$ cat config.mk
export PLATFORM = sky130hd
export DESIGN_NAME = pgoc_top
export DESIGN_NICKNAME = d
export VERILOG_FILES = /design/src/rtl/pgoc_pkg.sv /design/src/rtl/pgoc_top.sv /design/src/rtl/pgoc_range_check.sv /design/src/rtl/pgoc_resp_ser.sv
export VERILOG_INCLUDE_DIRS = /design/src /design/src/rtl
export SDC_FILE = /design/constraint.sdc
export NUM_CORES = 1
export LEC_CHECK = 0
export BUFFER_PORTS_ARGS = -buffer_cell sky130_fd_sc_hd__buf_2
export CORE_UTILIZATION = 36
export CTS_CLUSTER_SIZE = 16
export DETAILED_ROUTE_END_ITERATION = 8
export PLACE_DENSITY = 0.51
export SLEW_MARGIN = 20
export SYNTH_ARGS = -nofsm -noshare
export SYNTH_HDL_FRONTEND = slang
export SYNTH_HIERARCHICAL = 1
export SYNTH_SLANG_ARGS = --single-unit
$ cat constraint.sdc
create_clock -name sys_clk -period 10.85 [get_ports sys_clk]
set_clock_uncertainty 0.15 [all_clocks]
set_input_delay 2.17 -clock sys_clk [delete_from_list [all_inputs] [get_ports sys_clk]]
set_output_delay 2.17 -clock sys_clk [all_outputs]
set_load 0.05 [all_outputs]
$ cat src/rtl/pgoc_consts.svh
// Command codes, lengths, value limits and reset values of the gain and offset commands.
`ifndef PGOC_CONSTS_SVH
`define PGOC_CONSTS_SVH

`define PGOC_CODE_ODD_GAIN 8'h80
`define PGOC_CODE_EVEN_GAIN 8'h82
`define PGOC_CODE_ODD_OFFSET 8'h84
`define PGOC_CODE_EVEN_OFFSET 8'h86

`define PGOC_FLAG_BIT 7
`define PGOC_LEN_MSB 6
`define PGOC_FLAG_READ 1'b1
`define PGOC_FLAG_WRITE 1'b0
`define PGOC_LEN_SETTING 7'h02
`define PGOC_LEN_ZERO 7'h00
`define PGOC_LEN_ONE 7'h01

`define PGOC_VARIANT_1 2'h0
`define PGOC_VARIANT_2 2'h1
`define PGOC_VARIANT_3 2'h2

`define PGOC_GAIN_MAX_V12 16'h03ff
`define PGOC_GAIN_MAX_V3 16'h013f
`define PGOC_OFFSET_MAX_V12 16'h00ff
`define PGOC_OFFSET_MAX_V3 16'h03ff

`define PGOC_SETTING_RST 16'h0000
`define PGOC_FRAME_RST 32'h0000_0000
`define PGOC_IDX_LAST 2'h3

`endif

$ cat src/rtl/pgoc_pkg.sv
// Types shared by the gain and offset command interpreter.
package pgoc_pkg;

	typedef enum logic [2:0] {
		PGOC_ST_CODE,
		PGOC_ST_HDR,
		PGOC_ST_LO,
		PGOC_ST_HI,
		PGOC_ST_SKIP,
		PGOC_ST_RESP,
		PGOC_ST_WAIT
	} pgoc_state_t;

	typedef struct packed {
		pgoc_state_t st;
		logic [7:0] code;
		logic [6:0] len;
		logic [7:0] lo;
		logic [15:0] odd_gain;
		logic [15:0] odd_offset;
		logic [15:0] even_gain;
		logic [15:0] even_offset;
		logic rx_ready;
	} pgoc_top_st_t;

	typedef struct packed {
		logic busy;
		logic [1:0] idx;
		logic [31:0] frame;
	} pgoc_ser_st_t;

endpackage

$ cat src/rtl/pgoc_top.sv
// Interpreter of the odd and even pixel gain and offset configuration commands.
// Summary of operation
// - Code 0x80 reads/writes odd gain, length 2.
// - Code 0x84 reads/writes odd offset, length 2.
// - Code 0x82 reads/writes even gain, length 2.
// - Code 0x86 reads/writes even offset, length 2.
// - Write: flag 0, two bytes, no response.
// - Gain is 16 bit, low byte first.
// - Offset is 16 bit, low byte first.
// - Variants one, two: gain 0 to 1023.
// - Variant three: gain 0 to 319.
// - Variants one, two: offset 0 to 255.
// - Variant three: offset 0 to 1023.
`timescale 1ns/100ps
`include "pgoc_consts.svh"

module pgoc_top #(
	parameter logic [1:0] VARIANT = `PGOC_VARIANT_1
) (
	// Clock and reset.
	input wire logic sys_clk,
	input wire logic rst_n,
	// Command byte stream from the framing layer.
	input wire logic rx_valid,
	input wire logic [7:0] rx_data,
	input wire logic rx_abort,
	output logic rx_ready,
	// Response byte stream to the framing layer.
	output logic tx_valid,
	output logic [7:0] tx_data,
	input wire logic tx_ready,
	// Odd pixel channel settings.
	output logic [15:0] odd_gain,
	output logic [15:0] odd_offset,
	// Even pixel channel settings.
	output logic [15:0] even_gain,
	output logic [15:0] even_offset
);

	// True for the four codes that this block owns.
	function automatic logic is_setting(input logic [7:0] c);
		is_setting = (c == `PGOC_CODE_ODD_GAIN) || (c == `PGOC_CODE_ODD_OFFSET) ||
			(c == `PGOC_CODE_EVEN_GAIN) || (c == `PGOC_CODE_EVEN_OFFSET);
	endfunction

	// True for the two gain codes.
	function automatic logic is_gain_code(input logic [7:0] c);
		is_gain_code = (c == `PGOC_CODE_ODD_GAIN) || (c == `PGOC_CODE_EVEN_GAIN);
	endfunction

	logic [1:0] rst_sync_r;
	logic rst_int_n;
	pgoc_pkg::pgoc_top_st_t s_r;
	pgoc_pkg::pgoc_top_st_t s_nxt;
	logic rx_fire;
	logic [15:0] wr_val;
	logic wr_ok;
	logic ser_load;
	logic ser_busy;
	logic [15:0] rd_val;

	// Reset is released through two flops so that every flop behind them leaves reset on one edge.
	always_ff @(posedge sys_clk or negedge rst_n) begin
		if (!rst_n) begin
			rst_sync_r <= 2'b00;
		end else begin
			rst_sync_r <= {rst_sync_r[0], 1'b1};
		end
	end

	assign rst_int_n = rst_sync_r[1];

	assign rx_fire = rx_valid && s_r.rx_ready;
	assign wr_val = {rx_data, s_r.lo};
	assign ser_load = (s_r.st == pgoc_pkg::PGOC_ST_RESP);

	pgoc_range_check #(
		.VARIANT(VARIANT)
	) u_range (
		.is_gain(is_gain_code(s_r.code)),
		.value(wr_val),
		.in_range(wr_ok)
	);

	// Read-back value selected by the command code.
	always_comb begin
		case (s_r.code)
			`PGOC_CODE_ODD_GAIN: begin
				rd_val = s_r.odd_gain;
			end
			`PGOC_CODE_ODD_OFFSET: begin
				rd_val = s_r.odd_offset;
			end
			`PGOC_CODE_EVEN_GAIN: begin
				rd_val = s_r.even_gain;
			end
			default: begin
				rd_val = s_r.even_offset;
			end
		endcase
	end

	pgoc_resp_ser u_ser (
		.sys_clk(sys_clk),
		.rst_n(rst_int_n),
		.load(ser_load),
		.code(s_r.code),
		.value(rd_val),
		.busy(ser_busy),
		.tx_valid(tx_valid),
		.tx_data(tx_data),
		.tx_ready(tx_ready)
	);

	always_comb begin
		s_nxt = s_r;
		case (s_r.st)
			pgoc_pkg::PGOC_ST_CODE: begin
				if (rx_fire) begin
					s_nxt.code = rx_data;
					s_nxt.st = pgoc_pkg::PGOC_ST_HDR;
				end
			end
			pgoc_pkg::PGOC_ST_HDR: begin
				if (rx_fire) begin
					s_nxt.len = rx_data[`PGOC_LEN_MSB:0];
					if (rx_data[`PGOC_FLAG_BIT] == `PGOC_FLAG_READ) begin
						if (is_setting(s_r.code) && rx_data[`PGOC_LEN_MSB:0] == `PGOC_LEN_SETTING) begin
							s_nxt.st = pgoc_pkg::PGOC_ST_RESP;
						end else begin
							s_nxt.st = pgoc_pkg::PGOC_ST_CODE;
						end
					end else if (rx_data[`PGOC_LEN_MSB:0] == `PGOC_LEN_ZERO) begin
						s_nxt.st = pgoc_pkg::PGOC_ST_CODE;
					end else if (is_setting(s_r.code) &&
						rx_data[`PGOC_LEN_MSB:0] == `PGOC_LEN_SETTING) begin
						s_nxt.st = pgoc_pkg::PGOC_ST_LO;
					end else begin
						// Foreign or malformed frames are drained byte by byte.
						s_nxt.st = pgoc_pkg::PGOC_ST_SKIP;
					end
				end
			end
			pgoc_pkg::PGOC_ST_LO: begin
				if (rx_fire) begin
					s_nxt.lo = rx_data;
					s_nxt.st = pgoc_pkg::PGOC_ST_HI;
				end
			end
			pgoc_pkg::PGOC_ST_HI: begin
				if (rx_fire) begin
					s_nxt.st = pgoc_pkg::PGOC_ST_CODE;
					if (wr_ok) begin
						case (s_r.code)
							`PGOC_CODE_ODD_GAIN: begin
								s_nxt.odd_gain = wr_val;
							end
							`PGOC_CODE_ODD_OFFSET: begin
								s_nxt.odd_offset = wr_val;
							end
							`PGOC_CODE_EVEN_GAIN: begin
								s_nxt.even_gain = wr_val;
							end
							default: begin
								s_nxt.even_offset = wr_val;
							end
						endcase
					end
				end
			end
			pgoc_pkg::PGOC_ST_SKIP: begin
				if (rx_fire) begin
					s_nxt.len = s_r.len - `PGOC_LEN_ONE;
					if (s_r.len == `PGOC_LEN_ONE) begin
						s_nxt.st = pgoc_pkg::PGOC_ST_CODE;
					end
				end
			end
			pgoc_pkg::PGOC_ST_RESP: begin
				s_nxt.st = pgoc_pkg::PGOC_ST_WAIT;
			end
			pgoc_pkg::PGOC_ST_WAIT: begin
				if (!ser_busy) begin
					s_nxt.st = pgoc_pkg::PGOC_ST_CODE;
				end
			end
			default: begin
				s_nxt.st = pgoc_pkg::PGOC_ST_CODE;
			end
		endcase
		// A framing error resynchronises on the next command code.
		if (rx_abort) begin
			s_nxt.st = pgoc_pkg::PGOC_ST_CODE;
		end
		// Input is held off while a response is pending, so reads never overlap.
		s_nxt.rx_ready = (s_nxt.st != pgoc_pkg::PGOC_ST_RESP) &&
			(s_nxt.st != pgoc_pkg::PGOC_ST_WAIT);
	end

	always_ff @(posedge sys_clk or negedge rst_int_n) begin
		if (!rst_int_n) begin
			s_r.st <= pgoc_pkg::PGOC_ST_CODE;
			s_r.code <= 8'h00;
			s_r.len <= `PGOC_LEN_ZERO;
			s_r.lo <= 8'h00;
			s_r.odd_gain <= `PGOC_SETTING_RST;
			s_r.odd_offset <= `PGOC_SETTING_RST;
			s_r.even_gain <= `PGOC_SETTING_RST;
			s_r.even_offset <= `PGOC_SETTING_RST;
			s_r.rx_ready <= 1'b0;
		end else begin
			s_r <= s_nxt;
		end
	end

	assign rx_ready = s_r.rx_ready;
	assign odd_gain = s_r.odd_gain;
	assign odd_offset = s_r.odd_offset;
	assign even_gain = s_r.even_gain;
	assign even_offset = s_r.even_offset;

	logic hi_fire;
	assign hi_fire = rx_fire && !rx_abort && (s_r.st == pgoc_pkg::PGOC_ST_HI);

	a_odd_gain_store: assert property (@(posedge sys_clk) disable iff (!rst_int_n)
		(hi_fire && wr_ok && s_r.code == 8'h80) |=> (odd_gain == $past(wr_val)))
		else $error("Odd gain write was not stored.");

	a_odd_offset_store: assert property (@(posedge sys_clk) disable iff (!rst_int_n)
		(hi_fire && wr_ok && s_r.code == 8'h84) |=> (odd_offset == $past(wr_val)))
		else $error("Odd offset write was not stored.");

	a_even_gain_store: assert property (@(posedge sys_clk) disable iff (!rst_int_n)
		(hi_fire && wr_ok && s_r.code == 8'h82) |=> (even_gain == $past(wr_val)))
		else $error("Even gain write was not stored.");

	a_read_value_sel: assert property (@(posedge sys_clk) disable iff (!rst_int_n)
		(ser_load && s_r.code == 8'h86) |=>
		(u_ser.s_r.frame[15:0] == {$past(even_offset[7:0]), $past(even_offset[15:8])}))
		else $error("Even offset read returns the wrong setting.");

	a_write_no_resp: assert property (@(posedge sys_clk) disable iff (!rst_int_n)
		(rx_fire && s_r.st == pgoc_pkg::PGOC_ST_HDR && !rx_data[7]) |=> !ser_load [*3])
		else $error("A write produced a response.");

	a_read_resp: assert property (@(posedge sys_clk) disable iff (!rst_int_n)
		(rx_fire && !rx_abort && s_r.st == pgoc_pkg::PGOC_ST_HDR && rx_data == 8'h82 &&
		is_setting(s_r.code)) |=> ser_load ##1 (tx_valid && !rx_ready))
		else $error("Read request was not answered.");

	a_gain_limit: assert property (@(posedge sys_clk) disable iff (!rst_int_n)
		(hi_fire && is_gain_code(s_r.code) && VARIANT == `PGOC_VARIANT_3 &&
		wr_val > 16'h013f) |-> !wr_ok)
		else $error("Gain above 319 accepted on variant three.");

	a_gain_limit_v12: assert property (@(posedge sys_clk) disable iff (!rst_int_n)
		(hi_fire && is_gain_code(s_r.code) && VARIANT != `PGOC_VARIANT_3 &&
		wr_val > 16'h03ff) |-> !wr_ok)
		else $error("Gain above 1023 accepted on variants one and two.");

	a_offset_limit_v12: assert property (@(posedge sys_clk) disable iff (!rst_int_n)
		(hi_fire && !is_gain_code(s_r.code) && VARIANT != `PGOC_VARIANT_3 &&
		wr_val > 16'h00ff) |-> !wr_ok)
		else $error("Offset above 255 accepted on variants one and two.");

	a_offset_limit_v3: assert property (@(posedge sys_clk) disable iff (!rst_int_n)
		(hi_fire && !is_gain_code(s_r.code) && VARIANT == `PGOC_VARIANT_3 &&
		wr_val > 16'h03ff) |-> !wr_ok)
		else $error("Offset above 1023 accepted on variant three.");

	a_reject_keep: assert property (@(posedge sys_clk) disable iff (!rst_int_n)
		(hi_fire && !wr_ok) |=> ($stable(odd_gain) && $stable(odd_offset) &&
		$stable(even_gain) && $stable(even_offset)))
		else $error("Out-of-range write changed a setting.");

	a_parity_keep: assert property (@(posedge sys_clk) disable iff (!rst_int_n)
		(hi_fire && (s_r.code == 8'h80 || s_r.code == 8'h84)) |=>
		($stable(even_gain) && $stable(even_offset)))
		else $error("Odd write disturbed the even channel.");

	c_write_ok: cover property (@(posedge sys_clk) disable iff (!rst_int_n)
		hi_fire && wr_ok);
	c_write_reject: cover property (@(posedge sys_clk) disable iff (!rst_int_n)
		hi_fire && !wr_ok);
	c_read_done: cover property (@(posedge sys_clk) disable iff (!rst_int_n)
		ser_load ##1 ser_busy [*4] ##1 !ser_busy);
	c_skip: cover property (@(posedge sys_clk) disable iff (!rst_int_n)
		s_r.st == pgoc_pkg::PGOC_ST_SKIP && rx_fire);

endmodule

$ cat src/rtl/pgoc_range_check.sv
// Range check of a written gain or offset value for the selected model variant.
`timescale 1ns/100ps
`include "pgoc_consts.svh"

module pgoc_range_check #(
	parameter logic [1:0] VARIANT = `PGOC_VARIANT_1
) (
	// Value under test.
	input wire logic is_gain,
	input wire logic [15:0] value,
	// Verdict.
	output logic in_range
);

	logic [15:0] limit;

	always_comb begin
		if (VARIANT == `PGOC_VARIANT_3) begin
			limit = is_gain ? `PGOC_GAIN_MAX_V3 : `PGOC_OFFSET_MAX_V3;
		end else begin
			limit = is_gain ? `PGOC_GAIN_MAX_V12 : `PGOC_OFFSET_MAX_V12;
		end
		in_range = (value <= limit);
	end

endmodule

$ cat src/rtl/pgoc_resp_ser.sv
// Serialiser that sends one four-byte read response frame.
`timescale 1ns/100ps
`include "pgoc_consts.svh"

module pgoc_resp_ser (
	// Clock and reset.
	input wire logic sys_clk,
	input wire logic rst_n,
	// Load of one response.
	input wire logic load,
	input wire logic [7:0] code,
	input wire logic [15:0] value,
	output logic busy,
	// Byte stream towards the framing layer.
	output logic tx_valid,
	output logic [7:0] tx_data,
	input wire logic tx_ready
);

	pgoc_pkg::pgoc_ser_st_t s_r;
	pgoc_pkg::pgoc_ser_st_t s_nxt;

	always_comb begin
		s_nxt = s_r;
		if (!s_r.busy && load) begin
			s_nxt.frame = {code, `PGOC_FLAG_WRITE, `PGOC_LEN_SETTING, value[7:0], value[15:8]};
			s_nxt.busy = 1'b1;
			s_nxt.idx = 2'h0;
		end else if (s_r.busy && tx_ready) begin
			s_nxt.frame = {s_r.frame[23:0], 8'h00};
			s_nxt.idx = s_r.idx + 2'h1;
			if (s_r.idx == `PGOC_IDX_LAST) begin
				s_nxt.busy = 1'b0;
			end
		end
	end

	always_ff @(posedge sys_clk or negedge rst_n) begin
		if (!rst_n) begin
			s_r.busy <= 1'b0;
			s_r.idx <= 2'h0;
			s_r.frame <= `PGOC_FRAME_RST;
		end else begin
			s_r <= s_nxt;
		end
	end

	assign busy = s_r.busy;
	assign tx_valid = s_r.busy;
	assign tx_data = s_r.frame[31:24];

	a_resp_code_first: assert property (@(posedge sys_clk) disable iff (!rst_n)
		(!s_r.busy && load) |=> (tx_valid && tx_data == $past(code)))
		else $error("Response does not open with the command code.");

	a_resp_len_byte: assert property (@(posedge sys_clk) disable iff (!rst_n)
		(tx_valid && tx_ready && s_r.idx == 2'h0) |=> (tx_data == 8'h02))
		else $error("Response header byte is not flag 0, length 2.");

endmodule

# Word level (Yosys, flattened, before mapping)
# Index checks and enable logic that the tools add are counted.
[word_totals]
register_bits = 128
input_bits = 13
out_inout_bits = 74
word_cells = 79
[classes]
addsub = 2
order_cmp = 1
n_eq_ne = 17
muxes = 21
n_bitwise = 1
n_reduce_logical = 24
[op_table]
columns = ["cell", "count"]
rows = [
  ["$mux W35", 2],
  ["$pmux W16 S3", 1],
  ["$mux W3", 11],
  ["$eq A8 B8 Y1 const B", 4],
  ["$pmux W3 S7", 1],
  ["$le A16 B16 Y1", 1],
  ["$reduce_and A4 Y1", 4],
  ["$mux W7", 2],
  ["$pmux W7 S2", 1],
  ["$mux W11", 1],
  ["$mux W10", 1],
  ["$eq A3 B3 Y1 const B", 3],
  ["$eq A7 B1 Y1 const B", 1],
  ["$eq A7 B2 Y1 const B", 1],
  ["$logic_not A7 Y1", 1],
  ["$sub A7 B1 Y7 const B", 1],
  ["$eq A3 B2 Y1 const B", 2],
  ["$ne A3 B3 Y1 const B", 2],
  ["$reduce_and A2 Y1", 3],
  ["$reduce_bool A2 Y1", 3],
  ["$logic_and A1 B1 Y1", 5],
  ["$logic_or A1 B1 Y1", 4],
  ["$ne A2 B2 Y1 const B", 2],
  ["$eq A3 B1 Y1 const B", 1],
  ["8 further kinds", 8],
]

# Longest topological paths before layout
[logic_depth]
ltp_word = 13
depth_mapped = 17
ltp_nobuf = 13

# Hierarchy
# The synthesis kept the hierarchy.
[by_module_without_submodules]
columns = ["mod", "n_inst", "cells_each", "area_per_inst_um2", "seq_area_each_um2"]
rows = [
  ["pgoc_top", 1, 440, 5006.1, 2327.2],
  ["pgoc_resp_ser", 1, 152, 1911.8, 875.8],
  ["pgoc_range_check", 1, 11, 80.1, 0.0],
]

# Worst setup path before layout
# OpenSTA, ideal clock, no wires.
[synth_path]
path_type = "input -> register"
startpoint = "input rx_data[5]"
endpoint = "register odd_offset[10] (netlist name)"
setup_time_ns = 0.125
arrival_time_ns = 4.117
required_time_ns = 10.575
slack_ns = 6.458
cell_stages = 9
path_buffers = 2
path_cell_list = "or4_1 > nor3_2 > o21a_1 > nand3_1 > nor3_1 > and3_1 > buf_2 > buf_2 > mux2_2"
[synth_via]
elab_chain_cells = 2
[synth_lines]
columns = ["item", "line", "rtl"]
rows = [
  ["start: declaration", "pgoc_top.sv:25", "input wire logic [7:0] rx_data,"],
  ["$le A16 B16 Y1", "pgoc_range_check.sv:23", "in_range = (value <= limit);"],
  ["named net wr_ok", "pgoc_top.sv:57", "logic wr_ok;"],
  ["$reduce_and A4 Y1 (no line)", "--", ""],
]
# The timed path passes the listed nets, and every way through them passes these cells.
# A chain may end at the register's enable or synchronous reset.

# Final worst setup path
[layout_path]
startpoint = "input rx_data[1]"
endpoint = "register odd_offset[2] (netlist name)"
[layout_via]
elab_chain_cells = 2
[layout_lines]
columns = ["item", "line"]
rows = [
  ["$le A16 B16 Y1", "pgoc_range_check.sv:23"],
  ["named net wr_ok", "pgoc_top.sv:57"],
  ["$reduce_and A4 Y1 (no line)", "--"],
]
# The timed path passes the listed nets, and every way through them passes these cells.

==> reports/metrics.csv <==
metric,value,unit
port_buffers,86,
diodes,0,
synth-edff-count,0,
stdcell_area,7642,um2
syn_area,6998,um2
holdCritPathClass,reg2reg,
nFillCells,1858,
synth.area.top_cells,"dfrtp_1 46%, mux2_2 15%, buf_4 8.4%",
dieArea,20000,um2
seq_area,3209,um2
cp.required,10.99,ns
hold_ws,0.1988,ns
yosysTopAreaCell,dfrtp_1,
cts_buffer_depth,2,
area_delta_synth_final,9.208,%
rr_startpoint,s_r[85],
die-width,141.4,um
detail-route-antenna-nets,0,
crit_path_end,odd_offset[2],
rows,50,
avgViaCountPerCell,5.200,
rrSetupSlack,6.86,ns
dieHeight,141.4,um
setup_violations,0,
yosysUniqueCellTypes,54,
rsz0062_at_grt,no,
multi_input_area,2979,um2
drc,0,
track_usage,18.05,%
dp_hpwl,11440,um
initial_core_util,37.04,%
ctsRootBufferMaster,clkbuf_16,
yosysSeqAreaShare,45.77,%
critPathLaunchType,input port,
antenna_found_initial,0,
period_share,42.39,%
power_density,186.9,nW/um2
synth_commonest_cells,"128 x dfrtp_1, 92 x mux2_2, 78 x buf_4",
path_class,in2reg,
endpoint_kind,flip-flop,
drv_cap,0,
ir_drop,0.0001071,V
via_count,4545,
slew_viol_final,0,
fin_nets,619,
postCtsSetupRepairBufs,0,
clk_latency,0.41,ns
yosysWarnings,6,
crit_arrival,4.74,ns
holdBufCountCts,0,
tightestPinTransition,1.065,ns
dr.pass1.iters,4,
avgSynthCellArea,11.61,um2
gp_congestion,0.7526,
cp-startpoint,rx_data[1],
syn-num-nets,621,
ctsHtreeMaxLevel,4,
core,18890,um2
numCtsBuffers,17,
cts_tree,built,
tns,0,ns
grt_max_degree,70,
netlist.area_leader.share,45.77,%
syn_inst,603,
r2r_end,odd_offset[2],
ys.flop_type,dfrtp_1,
clk_pin_slew,0.05,ns
finalWirelength,17160,um
drive_gt1_share,36.16,%
synth_seq_cells,128,
grt_pass1_wl,27140,um
finalNonFillerCells,874,
placed_cell_area,7020,um2
fin_crit,4.599,ns
drt_iter0_drc,227,
grt_pass1_vias,4707,
gr-total-overflow,0,
cts-resized-gates,0,
max_freq,0.2174,GHz
yosysMostFrequentCell,dfrtp_1,
hold_violations,0,
slew_headroom,29.01,%
dp_cells,842,
p_leak,3.713,nW
reg2reg_depth,14,
synthArstFlopShare,100.0,%
run_status,"finished, final reports clean",
io_pins,87,
cts_sinks,128,
worstPathMaxFanout,16,
avgRoutedWirePerCell,19.64,um
[worst max-delay path, stage by stage]
cell and delay (ns):
buf_2 0.20, ha_1 0.35, nand4_1 0.09, nor3_1 0.23
o21a_1 0.15, nand3_1 0.10, nor3_1 0.27, and3_1 0.75
mux2_2 0.41
[cell type report]
type	instances	area share, %
Inverter	6	0.3111
Clock buffer	28	6.893
Timing Repair Buffer	93	6.320
Sequential cell	128	41.99
Tap cell	260	4.257
Multi-Input combinational cell	355	38.98
Clock inverter	4	1.244
[stage by stage]
stage / power, mW / utilization (%) / setup slack (ns)
finish: 1.428 / 40.45 / 6.251
global route: 1.493 / 40.45 / 6.037
CTS: 1.443 / 40.45 / 6.279
detailed placement: 0.8417 / 37.16 / 5.853
global placement: 0.8342 / 37.16 / 5.983
floorplan: 0.7806 / - / 6.458
[cells by family (layout without fill, tap and decap cells)]
family,count (synthesis),count (layout),synth area share (%)
XOR/XNOR,3,3,0.3755
buffers and inverters,120,131,11.66
multiplexers,161,161,24.94
AND/OR/NAND/NOR,84,84,6.973
AO/OA/AOI/OAI,101,101,9.333
flip-flops,128,128,45.77
adder cells (fa/ha/maj),5,5,0.8940
other,1,1,0.05359
[how the worst min path moves through the flow]
stage	from	to	slack, ns	cells past startpoint
after CTS	rst_sync_r[0]	rst_sync_r[1]	0.20	0
after global routing	rst_sync_r[0]	rst_sync_r[1]	0.21	0
final	rst_sync_r[0]	rst_sync_r[1]	0.20	0
after global placement	rst_sync_r[0]	rst_sync_r[1]	0.19	0
after detailed placement	rst_sync_r[0]	rst_sync_r[1]	0.19	0
after floorplan	rst_sync_r[0]	rst_sync_r[1]	0.18	0
[power by group]
part / internal (mW) / total [mW] / switching [mW]
logic: 0.0932 / 0.253 / 0.160
registers: 0.521 / 0.578 / 0.0573
clock network: 0.398 / 0.597 / 0.199
[cell usage in the layout (no fill, tap or decap), types with 7 or more instances in the layout]
master     instances
mux2_2            92
o31ai_1           16
nand2b_1          21
nor3_1             8
mux2i_1           57
o22ai_1           28
nor2_1             9
dfrtp_1          125
a22o_1            10
nand2_1           16
a21oi_1           29
buf_2             86
clkbuf_16         17
mux2_1            11
buf_4              7
[routing by layer]
metal | vias up | part of all wire [%] | routed length, um | GRT usage [%]
met5 | - | 0 | 0 | 0
met4 | 0 | 1.5 | 264 | 6.735
met1 | 2335 | 47 | 8003 | 23.66
li1 | 2092 | - | - | -
met3 | 16 | 3.5 | 601 | 3.915
met2 | 102 | 48 | 8292 | 29.29
[sequential cells by signal (all words and copies together), names as in the netlist]
name	count
rx_ready	1
odd_gain	16
even_offset	16
u_ser/busy	1
rst_sync_r	2
u_ser/tx_data	8
odd_offset	16
even_gain	16
u_ser/s_r	26
s_r	26
No activity file was read; power rests on OpenSTA's default activity.
